===== src/shared/cpt_pkg.sv =====
// Purpose: Constants and types for the preview timing block
// Assumes: Byte wide register port, one pixel clock
// Notes: Reserved register bits read as zero
package cpt_pkg;

  // ----------------------------------------
  // Register offsets
  // ----------------------------------------
  localparam logic [7:0] ADDR_EXTRA_HI = 8'h23;
  localparam logic [7:0] ADDR_EXTRA_LO = 8'h24;
  localparam logic [7:0] ADDR_MODE = 8'h25;
  localparam logic [7:0] ADDR_NINT_LO = 8'h26;
  localparam logic [7:0] ADDR_POL = 8'h28;
  localparam logic [7:0] ADDR_HCLK1 = 8'h29;
  localparam logic [7:0] ADDR_HCLK2 = 8'h2a;

  // ----------------------------------------
  // Values after reset
  // ----------------------------------------
  localparam logic [7:0] RST_EXTRA_HI = 8'h00;
  localparam logic [7:0] RST_EXTRA_LO = 8'h00;
  localparam logic [7:0] RST_MODE = 8'h01;
  localparam logic [7:0] RST_NINT_LO = 8'h06;
  localparam logic [7:0] RST_POL = 8'hff;
  localparam logic [7:0] RST_HCLK1 = 8'h68;
  localparam logic [7:0] RST_HCLK2 = 8'h7a;

  // ----------------------------------------
  // Field positions
  // ----------------------------------------
  localparam int EXTRA_HI_W = 3;
  localparam int MODE_VSEL_BIT = 5;
  localparam int MODE_SUM_LSB = 1;
  localparam int MODE_SUM_MSB = 4;
  localparam int MODE_NINT_MSB_BIT = 0;
  localparam int HCLK_CFG_MSB = 6;

  // ----------------------------------------
  // Counts
  // ----------------------------------------
  localparam int READOUT_LINES = 262;
  localparam int LINE_PIXELS = 64;
  localparam logic [2:0] SLOTS_LAST = 3'h7;
  localparam logic [2:0] UNIT_LAST = 3'h4;
  localparam logic [2:0] PHASE_HALF = 3'h4;
  localparam logic [2:0] TAP_LAST = 3'h7;
  localparam int PIXEL_CLKS = 8;

  // ----------------------------------------
  // Types
  // ----------------------------------------
  typedef struct packed {
    logic hold;
    logic [2:0] fall;
    logic [2:0] rise;
  } cpt_hclk_s;

  typedef struct packed {
    logic [10:0] extra;
    logic vsel;
    logic [3:0] sum;
    logic [8:0] nint;
    logic [7:0] pol;
    cpt_hclk_s h1;
    cpt_hclk_s h2;
  } cpt_cfg_s;

  typedef enum logic [1:0] {
    ST_TRANSFER,
    ST_VSHIFT,
    ST_HORIZ,
    ST_EXTRA
  } cpt_state_e;

endpackage


===== src/hw/cpt_hclk_gen.sv =====
// Purpose: One horizontal clock built from phase tap edges
// Assumes: Taps change once per system clock
// Notes: Rise wins when both edges select the same tap
`timescale 1ns/1ps
module cpt_hclk_gen (
  // Clock and reset
  input wire logic sys_clk_i,
  input wire logic sys_rst_i,
  // Timing
  input wire logic [7:0] tap_i,
  input wire logic run_i,
  input wire cpt_pkg::cpt_hclk_s cfg_i,
  // Output
  output logic hclk_o
);

  logic [7:0] tap_q;
  logic [7:0] tap_rise;
  logic hclk_q;

  assign tap_rise = tap_i & ~tap_q;
  assign hclk_o = hclk_q;

  // ----------------------------------------
  // Edge tracking
  // ----------------------------------------
  always_ff @(posedge sys_clk_i or posedge sys_rst_i) begin
    if (sys_rst_i) begin
      tap_q <= 8'h00;
    end else begin
      tap_q <= tap_i;
    end
  end

  always_ff @(posedge sys_clk_i or posedge sys_rst_i) begin
    if (sys_rst_i) begin
      hclk_q <= 1'b0;
    end else if (!run_i) begin
      hclk_q <= cfg_i.hold;
    end else if (tap_rise[cfg_i.rise]) begin
      hclk_q <= 1'b1;
    end else if (tap_rise[cfg_i.fall]) begin
      hclk_q <= 1'b0;
    end
  end
endmodule


===== src/hw/cpt_preview_timing.sv =====
// Purpose: Preview mode vertical and horizontal timing
// Assumes: Register port already deserialised, pixel clock only
// Notes: Frames repeat without end; one pixel is eight clocks
`timescale 1ns/1ps
module cpt_preview_timing #(
  parameter int READOUT_LINES = cpt_pkg::READOUT_LINES,
  parameter int LINE_PIXELS = cpt_pkg::LINE_PIXELS
) (
  // Clock and reset
  input wire logic sys_clk_i,
  input wire logic sys_rst_i,
  // Register port
  input wire logic reg_wr_i,
  input wire logic [7:0] reg_addr_i,
  input wire logic [7:0] reg_wdata_i,
  output logic [7:0] reg_rdata_o,
  // Slot width in pixel clocks
  input wire logic [4:0] slot_width_i,
  // Sensor clocks
  output logic [7:0] vshift_o,
  output logic [1:0] hclk_o,
  output logic strobe_o,
  output logic exposing_o
);

  cpt_pkg::cpt_cfg_s cfg_q;
  cpt_pkg::cpt_state_e state_q;
  logic [7:0] rdata_q;
  logic [4:0] slot_cnt_q;
  logic [2:0] slot_idx_q;
  logic [2:0] unit_q;
  logic [8:0] line_q;
  logic [2:0] step_q;
  logic [11:0] pix_q;
  logic [15:0] tmr_q;
  logic [10:0] ext_q;
  logic [7:0] vshift_q;
  logic strobe_q;
  logic exposing_q;
  logic [4:0] sw;
  logic vert, slot_tick, row_end, pix_end, line_last, ext_tick;
  logic [15:0] line_clks;
  logic [8:0] nint_eff;
  logic [3:0] vph;
  logic [7:0] pulse;
  logic [7:0] tap;
  logic v_on, s_on, s1_on, sum_en;

  assign reg_rdata_o = rdata_q;
  assign vshift_o = vshift_q;
  assign strobe_o = strobe_q;
  assign exposing_o = exposing_q;

  // ----------------------------------------
  // Register file
  // ----------------------------------------
  always_ff @(posedge sys_clk_i or posedge sys_rst_i) begin
    if (sys_rst_i) begin
      cfg_q.extra <= {cpt_pkg::RST_EXTRA_HI[2:0], cpt_pkg::RST_EXTRA_LO};
      cfg_q.vsel <= cpt_pkg::RST_MODE[cpt_pkg::MODE_VSEL_BIT];
      cfg_q.sum <= cpt_pkg::RST_MODE[cpt_pkg::MODE_SUM_MSB:
                                     cpt_pkg::MODE_SUM_LSB];
      cfg_q.nint <= {cpt_pkg::RST_MODE[cpt_pkg::MODE_NINT_MSB_BIT],
                     cpt_pkg::RST_NINT_LO};
      cfg_q.pol <= cpt_pkg::RST_POL;
      cfg_q.h1 <= cpt_pkg::RST_HCLK1[cpt_pkg::HCLK_CFG_MSB:0];
      cfg_q.h2 <= cpt_pkg::RST_HCLK2[cpt_pkg::HCLK_CFG_MSB:0];
    end else if (reg_wr_i) begin
      case (reg_addr_i)
        cpt_pkg::ADDR_EXTRA_HI: begin
          cfg_q.extra[10:8] <= reg_wdata_i[2:0];
        end
        cpt_pkg::ADDR_EXTRA_LO: begin
          cfg_q.extra[7:0] <= reg_wdata_i;
        end
        cpt_pkg::ADDR_MODE: begin
          cfg_q.vsel <= reg_wdata_i[cpt_pkg::MODE_VSEL_BIT];
          cfg_q.sum <= reg_wdata_i[cpt_pkg::MODE_SUM_MSB:
                                   cpt_pkg::MODE_SUM_LSB];
          cfg_q.nint[8] <= reg_wdata_i[cpt_pkg::MODE_NINT_MSB_BIT];
        end
        cpt_pkg::ADDR_NINT_LO: begin
          cfg_q.nint[7:0] <= reg_wdata_i;
        end
        cpt_pkg::ADDR_POL: begin
          cfg_q.pol <= reg_wdata_i;
        end
        cpt_pkg::ADDR_HCLK1: begin
          cfg_q.h1 <= reg_wdata_i[cpt_pkg::HCLK_CFG_MSB:0];
        end
        cpt_pkg::ADDR_HCLK2: begin
          cfg_q.h2 <= reg_wdata_i[cpt_pkg::HCLK_CFG_MSB:0];
        end
        default: begin
        end
      endcase
    end
  end

  always_ff @(posedge sys_clk_i or posedge sys_rst_i) begin
    if (sys_rst_i) begin
      rdata_q <= 8'h00;
    end else begin
      case (reg_addr_i)
        cpt_pkg::ADDR_EXTRA_HI: rdata_q <= {5'h00, cfg_q.extra[10:8]};
        cpt_pkg::ADDR_EXTRA_LO: rdata_q <= cfg_q.extra[7:0];
        cpt_pkg::ADDR_MODE: begin
          rdata_q <= {2'h0, cfg_q.vsel, cfg_q.sum, cfg_q.nint[8]};
        end
        cpt_pkg::ADDR_NINT_LO: rdata_q <= cfg_q.nint[7:0];
        cpt_pkg::ADDR_POL: rdata_q <= cfg_q.pol;
        cpt_pkg::ADDR_HCLK1: rdata_q <= {1'b0, cfg_q.h1};
        cpt_pkg::ADDR_HCLK2: rdata_q <= {1'b0, cfg_q.h2};
        default: rdata_q <= 8'h00;
      endcase
    end
  end

  // ----------------------------------------
  // Timing terms
  // ----------------------------------------
  assign sw = (slot_width_i == 5'h00) ? 5'h01 : slot_width_i;
  assign vert = (state_q == cpt_pkg::ST_TRANSFER) ||
                (state_q == cpt_pkg::ST_VSHIFT);
  assign slot_tick = vert && (slot_cnt_q >= sw - 5'h01);
  assign row_end = slot_tick && (slot_idx_q == cpt_pkg::SLOTS_LAST);
  assign line_last = (line_q == 9'(READOUT_LINES - 1));
  assign pix_end = (state_q == cpt_pkg::ST_HORIZ) &&
                   (step_q == cpt_pkg::TAP_LAST) &&
                   (pix_q == 12'(LINE_PIXELS - 1));
  assign line_clks = {8'h00, sw, 3'h0} +
                     16'(LINE_PIXELS * cpt_pkg::PIXEL_CLKS);
  assign ext_tick = (state_q == cpt_pkg::ST_EXTRA) &&
                    (tmr_q >= line_clks - 16'h0001);
  assign nint_eff = (cfg_q.nint > 9'(READOUT_LINES)) ?
                    9'(READOUT_LINES) : cfg_q.nint;

  // ----------------------------------------
  // Frame sequence
  // ----------------------------------------
  always_ff @(posedge sys_clk_i or posedge sys_rst_i) begin
    if (sys_rst_i) begin
      state_q <= cpt_pkg::ST_TRANSFER;
    end else begin
      case (state_q)
        cpt_pkg::ST_TRANSFER: begin
          if (row_end && unit_q == cpt_pkg::UNIT_LAST && line_last) begin
            state_q <= cpt_pkg::ST_VSHIFT;
          end
        end
        cpt_pkg::ST_VSHIFT: begin
          if (row_end) begin
            state_q <= cpt_pkg::ST_HORIZ;
          end
        end
        cpt_pkg::ST_HORIZ: begin
          if (pix_end) begin
            if (!line_last) begin
              state_q <= cpt_pkg::ST_VSHIFT;
            end else if (cfg_q.extra == 11'h000) begin
              state_q <= cpt_pkg::ST_TRANSFER;
            end else begin
              state_q <= cpt_pkg::ST_EXTRA;
            end
          end
        end
        cpt_pkg::ST_EXTRA: begin
          if (ext_tick && (ext_q + 11'h001) >= cfg_q.extra) begin
            state_q <= cpt_pkg::ST_TRANSFER;
          end
        end
        default: state_q <= cpt_pkg::ST_TRANSFER;
      endcase
    end
  end

  // ----------------------------------------
  // Slot counters
  // ----------------------------------------
  always_ff @(posedge sys_clk_i or posedge sys_rst_i) begin
    if (sys_rst_i) begin
      slot_cnt_q <= 5'h00;
      slot_idx_q <= 3'h0;
    end else if (!vert) begin
      slot_cnt_q <= 5'h00;
      slot_idx_q <= 3'h0;
    end else if (slot_tick) begin
      slot_cnt_q <= 5'h00;
      slot_idx_q <= slot_idx_q + 3'h1;
    end else begin
      slot_cnt_q <= slot_cnt_q + 5'h01;
    end
  end

  // ----------------------------------------
  // Line and unit counters
  // ----------------------------------------
  always_ff @(posedge sys_clk_i or posedge sys_rst_i) begin
    if (sys_rst_i) begin
      unit_q <= 3'h0;
    end else if (state_q != cpt_pkg::ST_TRANSFER) begin
      unit_q <= 3'h0;
    end else if (row_end) begin
      unit_q <= (unit_q == cpt_pkg::UNIT_LAST) ? 3'h0 : unit_q + 3'h1;
    end
  end

  always_ff @(posedge sys_clk_i or posedge sys_rst_i) begin
    if (sys_rst_i) begin
      line_q <= 9'h000;
    end else if ((state_q == cpt_pkg::ST_TRANSFER && row_end &&
                  unit_q == cpt_pkg::UNIT_LAST) || pix_end) begin
      line_q <= line_last ? 9'h000 : line_q + 9'h001;
    end
  end

  // ----------------------------------------
  // Pixel and extra line counters
  // ----------------------------------------
  always_ff @(posedge sys_clk_i or posedge sys_rst_i) begin
    if (sys_rst_i) begin
      step_q <= 3'h0;
      pix_q <= 12'h000;
    end else if (state_q != cpt_pkg::ST_HORIZ) begin
      step_q <= 3'h0;
      pix_q <= 12'h000;
    end else begin
      step_q <= step_q + 3'h1;
      if (step_q == cpt_pkg::TAP_LAST) begin
        pix_q <= pix_end ? 12'h000 : pix_q + 12'h001;
      end
    end
  end

  always_ff @(posedge sys_clk_i or posedge sys_rst_i) begin
    if (sys_rst_i) begin
      tmr_q <= 16'h0000;
      ext_q <= 11'h000;
    end else if (state_q != cpt_pkg::ST_EXTRA) begin
      tmr_q <= 16'h0000;
      ext_q <= 11'h000;
    end else if (ext_tick) begin
      tmr_q <= 16'h0000;
      ext_q <= ext_q + 11'h001;
    end else begin
      tmr_q <= tmr_q + 16'h0001;
    end
  end

  // ----------------------------------------
  // Vertical pulses
  // ----------------------------------------
  assign v_on = (state_q == cpt_pkg::ST_TRANSFER) &&
                (unit_q != cpt_pkg::UNIT_LAST);
  assign s_on = (state_q == cpt_pkg::ST_VSHIFT) ||
                (state_q == cpt_pkg::ST_TRANSFER && unit_q == 3'h0);
  assign sum_en = (state_q == cpt_pkg::ST_TRANSFER) && (unit_q != 3'h0) &&
                  cfg_q.sum[2'(cpt_pkg::UNIT_LAST - unit_q)];
  assign s1_on = s_on || sum_en;

  generate
    for (genvar k = 0; k < 4; k++) begin : g_vphase
      assign vph[k] = (3'(slot_idx_q - 3'(2 * k)) < cpt_pkg::PHASE_HALF);
      assign pulse[7 - k] = v_on && vph[k];
      if (k == 0) begin : g_s1
        assign pulse[3] = s1_on && vph[0];
      end else begin : g_sn
        assign pulse[3 - k] = s_on && vph[k];
      end
    end
  endgenerate

  always_ff @(posedge sys_clk_i or posedge sys_rst_i) begin
    if (sys_rst_i) begin
      vshift_q <= ~cpt_pkg::RST_POL;
    end else begin
      vshift_q <= (pulse & cfg_q.pol) | (~pulse & ~cfg_q.pol);
    end
  end

  // ----------------------------------------
  // Strobe and exposure
  // ----------------------------------------
  always_ff @(posedge sys_clk_i or posedge sys_rst_i) begin
    if (sys_rst_i) begin
      strobe_q <= 1'b0;
      exposing_q <= 1'b0;
    end else begin
      strobe_q <= cfg_q.vsel ? (state_q == cpt_pkg::ST_TRANSFER) :
                               (state_q == cpt_pkg::ST_HORIZ);
      exposing_q <= (state_q == cpt_pkg::ST_EXTRA) ||
                    (!vert || state_q == cpt_pkg::ST_VSHIFT) &&
                    (line_q >= 9'(READOUT_LINES) - nint_eff);
    end
  end

  // ----------------------------------------
  // Horizontal clocks
  // ----------------------------------------
  generate
    for (genvar k = 0; k < 8; k++) begin : g_tap
      assign tap[k] = (3'(step_q - 3'(k)) < cpt_pkg::PHASE_HALF);
    end
    for (genvar c = 0; c < 2; c++) begin : g_hclk
      cpt_hclk_gen u_gen (
        .sys_clk_i(sys_clk_i),
        .sys_rst_i(sys_rst_i),
        .tap_i(tap),
        .run_i(state_q == cpt_pkg::ST_HORIZ),
        .cfg_i(c == 0 ? cfg_q.h1 : cfg_q.h2),
        .hclk_o(hclk_o[c])
      );
    end
  endgenerate
endmodule


===== config.mk =====
export PLATFORM = sky130hd
export DESIGN_NAME = cpt_preview_timing
export DESIGN_NICKNAME = d
export VERILOG_FILES = /design/src/shared/cpt_pkg.sv /design/src/hw/cpt_hclk_gen.sv /design/src/hw/cpt_preview_timing.sv
export SDC_FILE = /design/constraint.sdc
export NUM_CORES = 1
export LEC_CHECK = 0
export ABC_CLOCK_PERIOD_IN_PS = 5700
export BUFFER_PORTS_ARGS = -buffer_cell sky130_fd_sc_hd__buf_4
export CORE_MARGIN = 4
export CORE_UTILIZATION = 60
export CTS_CLUSTER_DIAMETER = 150
export DETAILED_ROUTE_END_ITERATION = 6
export GPL_ROUTABILITY_DRIVEN = 0
export GPL_TIMING_DRIVEN = 0
export PLACE_DENSITY = 0.8
export SLEW_MARGIN = 20
export SYNTH_ARGS = -nofsm -noshare
export SYNTH_HDL_FRONTEND = slang
export SYNTH_SLANG_ARGS = --single-unit
export TNS_END_PERCENT = 10

===== constraint.sdc =====
create_clock -name sys_clk_i -period 5.7 [get_ports sys_clk_i]
set_clock_uncertainty 0.05 [all_clocks]
set_input_delay 1.14 -clock sys_clk_i [delete_from_list [all_inputs] [get_ports sys_clk_i]]
set_output_delay 1.14 -clock sys_clk_i [all_outputs]
set_load 0.005 [all_outputs]

==> impl_metrics.tcl <==
set metrics [dict create \
    crit_chain "buf_4 -> nor3_1 -> a21oi_1 -> ha_1 -> nand2_1 -> xor2_1 -> ha_1 -> clkbuf_1 -> or3b_1 -> a21oi_1 -> o311ai_2 -> a211oi_2 -> mux2_1" \
    drive_above_1_share_pct 22.3 \
    cts_buffers 17 \
    place_inst 940 \
    syn_area_per_cell_um2 10.7 \
    antenna_cells 0 \
    finalPower_mw 2.84 \
    synthesis.area_mm2 0.00770 \
    wl_per_cell_um 17.9 \
    dieWidth_um 121 \
    synthFlopType "dfrtp_1" \
    die-area_mm2 0.0147 \
    die_h_um 121 \
    async_reset_ff_share_pct 100 \
    port_buffers 42 \
    ys_warn_count 0 \
    end_kind "flip-flop" \
    crit_required_ns 5.95 \
    antenna_left 0 \
    final_area_mm2 0.00887 \
    drt-pass1-iter-count 5 \
    drc 0 \
    regToRegStartpoint "cfg_q[25]" \
    path_clk_slew_ns 0.06 \
    cts-root-buf "clkbuf_16" \
    hold_path.startpoint "step_q[2]" \
    crit_path_start "slot_width_i[2]" \
    grt_first_pass_wirelength_um 28900 \
    grt_antenna_before_repair 0 \
    postCtsHoldBufs 0 \
    power_density_mw_per_mm2 320 \
    clock_sinks 139 \
    fillers 887 \
    vias 5890 \
    synth_edf_count 0 \
    num_rows 41 \
    critPathMaxStageDelay_ns 0.39 \
    grt_pass1_vias 5975 \
    io_pins 44 \
    final-hold-violation-count 0 \
    fmax_mhz 253 \
    critPathKind "in -> reg" \
    core_area_mm2 0.0126 \
    rsz0062_at_grt "no" \
    syn2layout_area_growth_pct 15.3 \
    clk_latency_ns 0.42 \
    wl_um 17400 \
    worst_pin_slew_ns 0.846 \
    ir_drop_v 0.000203 \
    tritoncts "built" \
    leakage_nw 4.01 \
    cp_max_fo 9 \
    grt_max_degree 74 \
    postCtsSetupRepairBufs 0 \
    fin_crit_ns 3.96 \
    drv_slew 0 \
    overflow 0 \
    synth.most_common_cell "dfrtp_1" \
    synth_cell_types 77 \
    status "finished clean" \
    cts.path.max_buffers 2 \
    cp-start-kind "input pin" \
    htreeDepth 4 \
    synth_top_cell_area_share_pct 39.0 \
    hpwl_um 12600 \
    fin_cells 972 \
    ys_ff_latch 139 \
    post-route-util_pct 70.6 \
    ys_seq_area_share_pct 45.5 \
    final_nets 857 \
    dr.first_iter.drc_count 521 \
    grt_usage_pct 24.9 \
    hold_class "reg -> reg" \
    start_util_pct 61.2 \
    maxSlewHeadroom_pct 43.5 \
    synth.top_cells.by_count "dfrtp_1, nor2_1, mux2_2" \
    viasPerCell 6.06 \
    syn_inst 721 \
    placed_area_mm2 0.00828 \
    holdWs_ns 0.383 \
    cts_resized 0 \
    cap_violations 0 \
    ys_top_cells_by_area "dfrtp_1, ha_1, mux2_2, dfstp_2, xor2_1" \
    slowest_stage "or3b_1" \
    yosysTopAreaCell "dfrtp_1" \
    setup_violations 0 \
    arrival_ns 4.21 \
    final.period_utilization_pct 69.4 \
]
placed cells by master, fill, tap and decap left out, drive strengths merged, types with 21 or more instances in the layout:
cell    instances
nor2           73
nand2          49
clkbuf         36
buf            48
nor3           22
inv            36
xor2           46
a21oi          21
mux2           51
nand3          33
ha             46
dfrtp         120
kinds of logic after synthesis:
family          after synthesis  share of synthesized area [%]
fa+ha+maj                    48                           7.75
mux                          61                           9.58
simple gates                244                           16.0
other cells                   2                         0.0976
flops                       139                           45.5
xor+xnor                     61                           6.94
buf+inv                      54                           3.04
compound gates              112                           11.1
power by group:
part	leakage, nW	switching [mW]	internal [mW]
Sequential	1.78	0.0744	1.08
Combinational	1.95	0.340	0.246
Clock	0.285	0.407	0.688
Total	4.01	0.821	2.02
layer usage:
metal	track usage [%]	up-vias	part of all wire, %
li1	-	2733	-
met1	30.7	2884	42
met2	42.0	223	49
met3	6.34	50	6.4
met4	10.2	0	2.7
met5	0	-	0
through the flow:
step | worst slack (ns) | TNS [ns]
after floorplan | 0.817 | 0
after global placement | -0.526 | -61.54
after detailed placement | 1.32 | 0
after CTS | 1.76 | 0
after global routing | 1.54 | 0
final | 1.74 | 0
flip-flops by register name, summed over array words and instances (netlist names), 2 cells and up:
| name | count |
|---|---|
| vshift_o | 8 |
| line_q | 9 |
| slot_idx_q | 3 |
| g_hclk.u_gen.hclk_o | 2 |
| unit_q | 3 |
| tmr_q | 16 |
| step_q | 3 |
| slot_cnt_q | 5 |
| ext_q | 11 |
| g_hclk.u_gen.tap_q | 8 |
| reg_rdata_o | 8 |
| cfg_q | 47 |
| pix_q | 12 |
| state_q | 2 |
critical path: cells and delay by family:
kind                     cells  cell delay [ns]
AO/OA/AOI/OAI                4             1.09
multiplexers                 1             0.34
adder cells (fa/ha/maj)      2             0.52
AND/OR/NAND/NOR              3             0.53
buffers and inverters        2             0.40
XOR/XNOR                     1             0.18
final cells by class:
class | instances | area [um2] | area share [%]
Inverter | 35 | 139 | 1.56
Multi-Input combinational cell | 532 | 3980 | 44.8
Timing Repair Buffer | 43 | 343 | 3.86
Tap cell | 172 | 215 | 2.42
Clock inverter | 10 | 114 | 1.28
Sequential cell | 139 | 3500 | 39.5
Buffer | 19 | 103 | 1.16
Clock buffer | 22 | 484 | 5.46
worst paths after layout:
| kind | to | slack (ns) | depth (start not counted) |
|---|---|---|---|
| setup / recovery | line_q[3] | 1.74 | 13 |
| hold / removal | g_hclk[1].u_gen.tap_q[4] | 0.38 | 0 |
| setup reg to reg | exposing_o | 2.35 | 14 |
| hold reg to reg | g_hclk[1].u_gen.tap_q[4] | 0.38 | 0 |
| max in group asynchronous | cfg_q[21] | 4.16 | 3 |
| min in group asynchronous | tmr_q[14] | 0.70 | 2 |
Power figures use the tool's default switching activity.
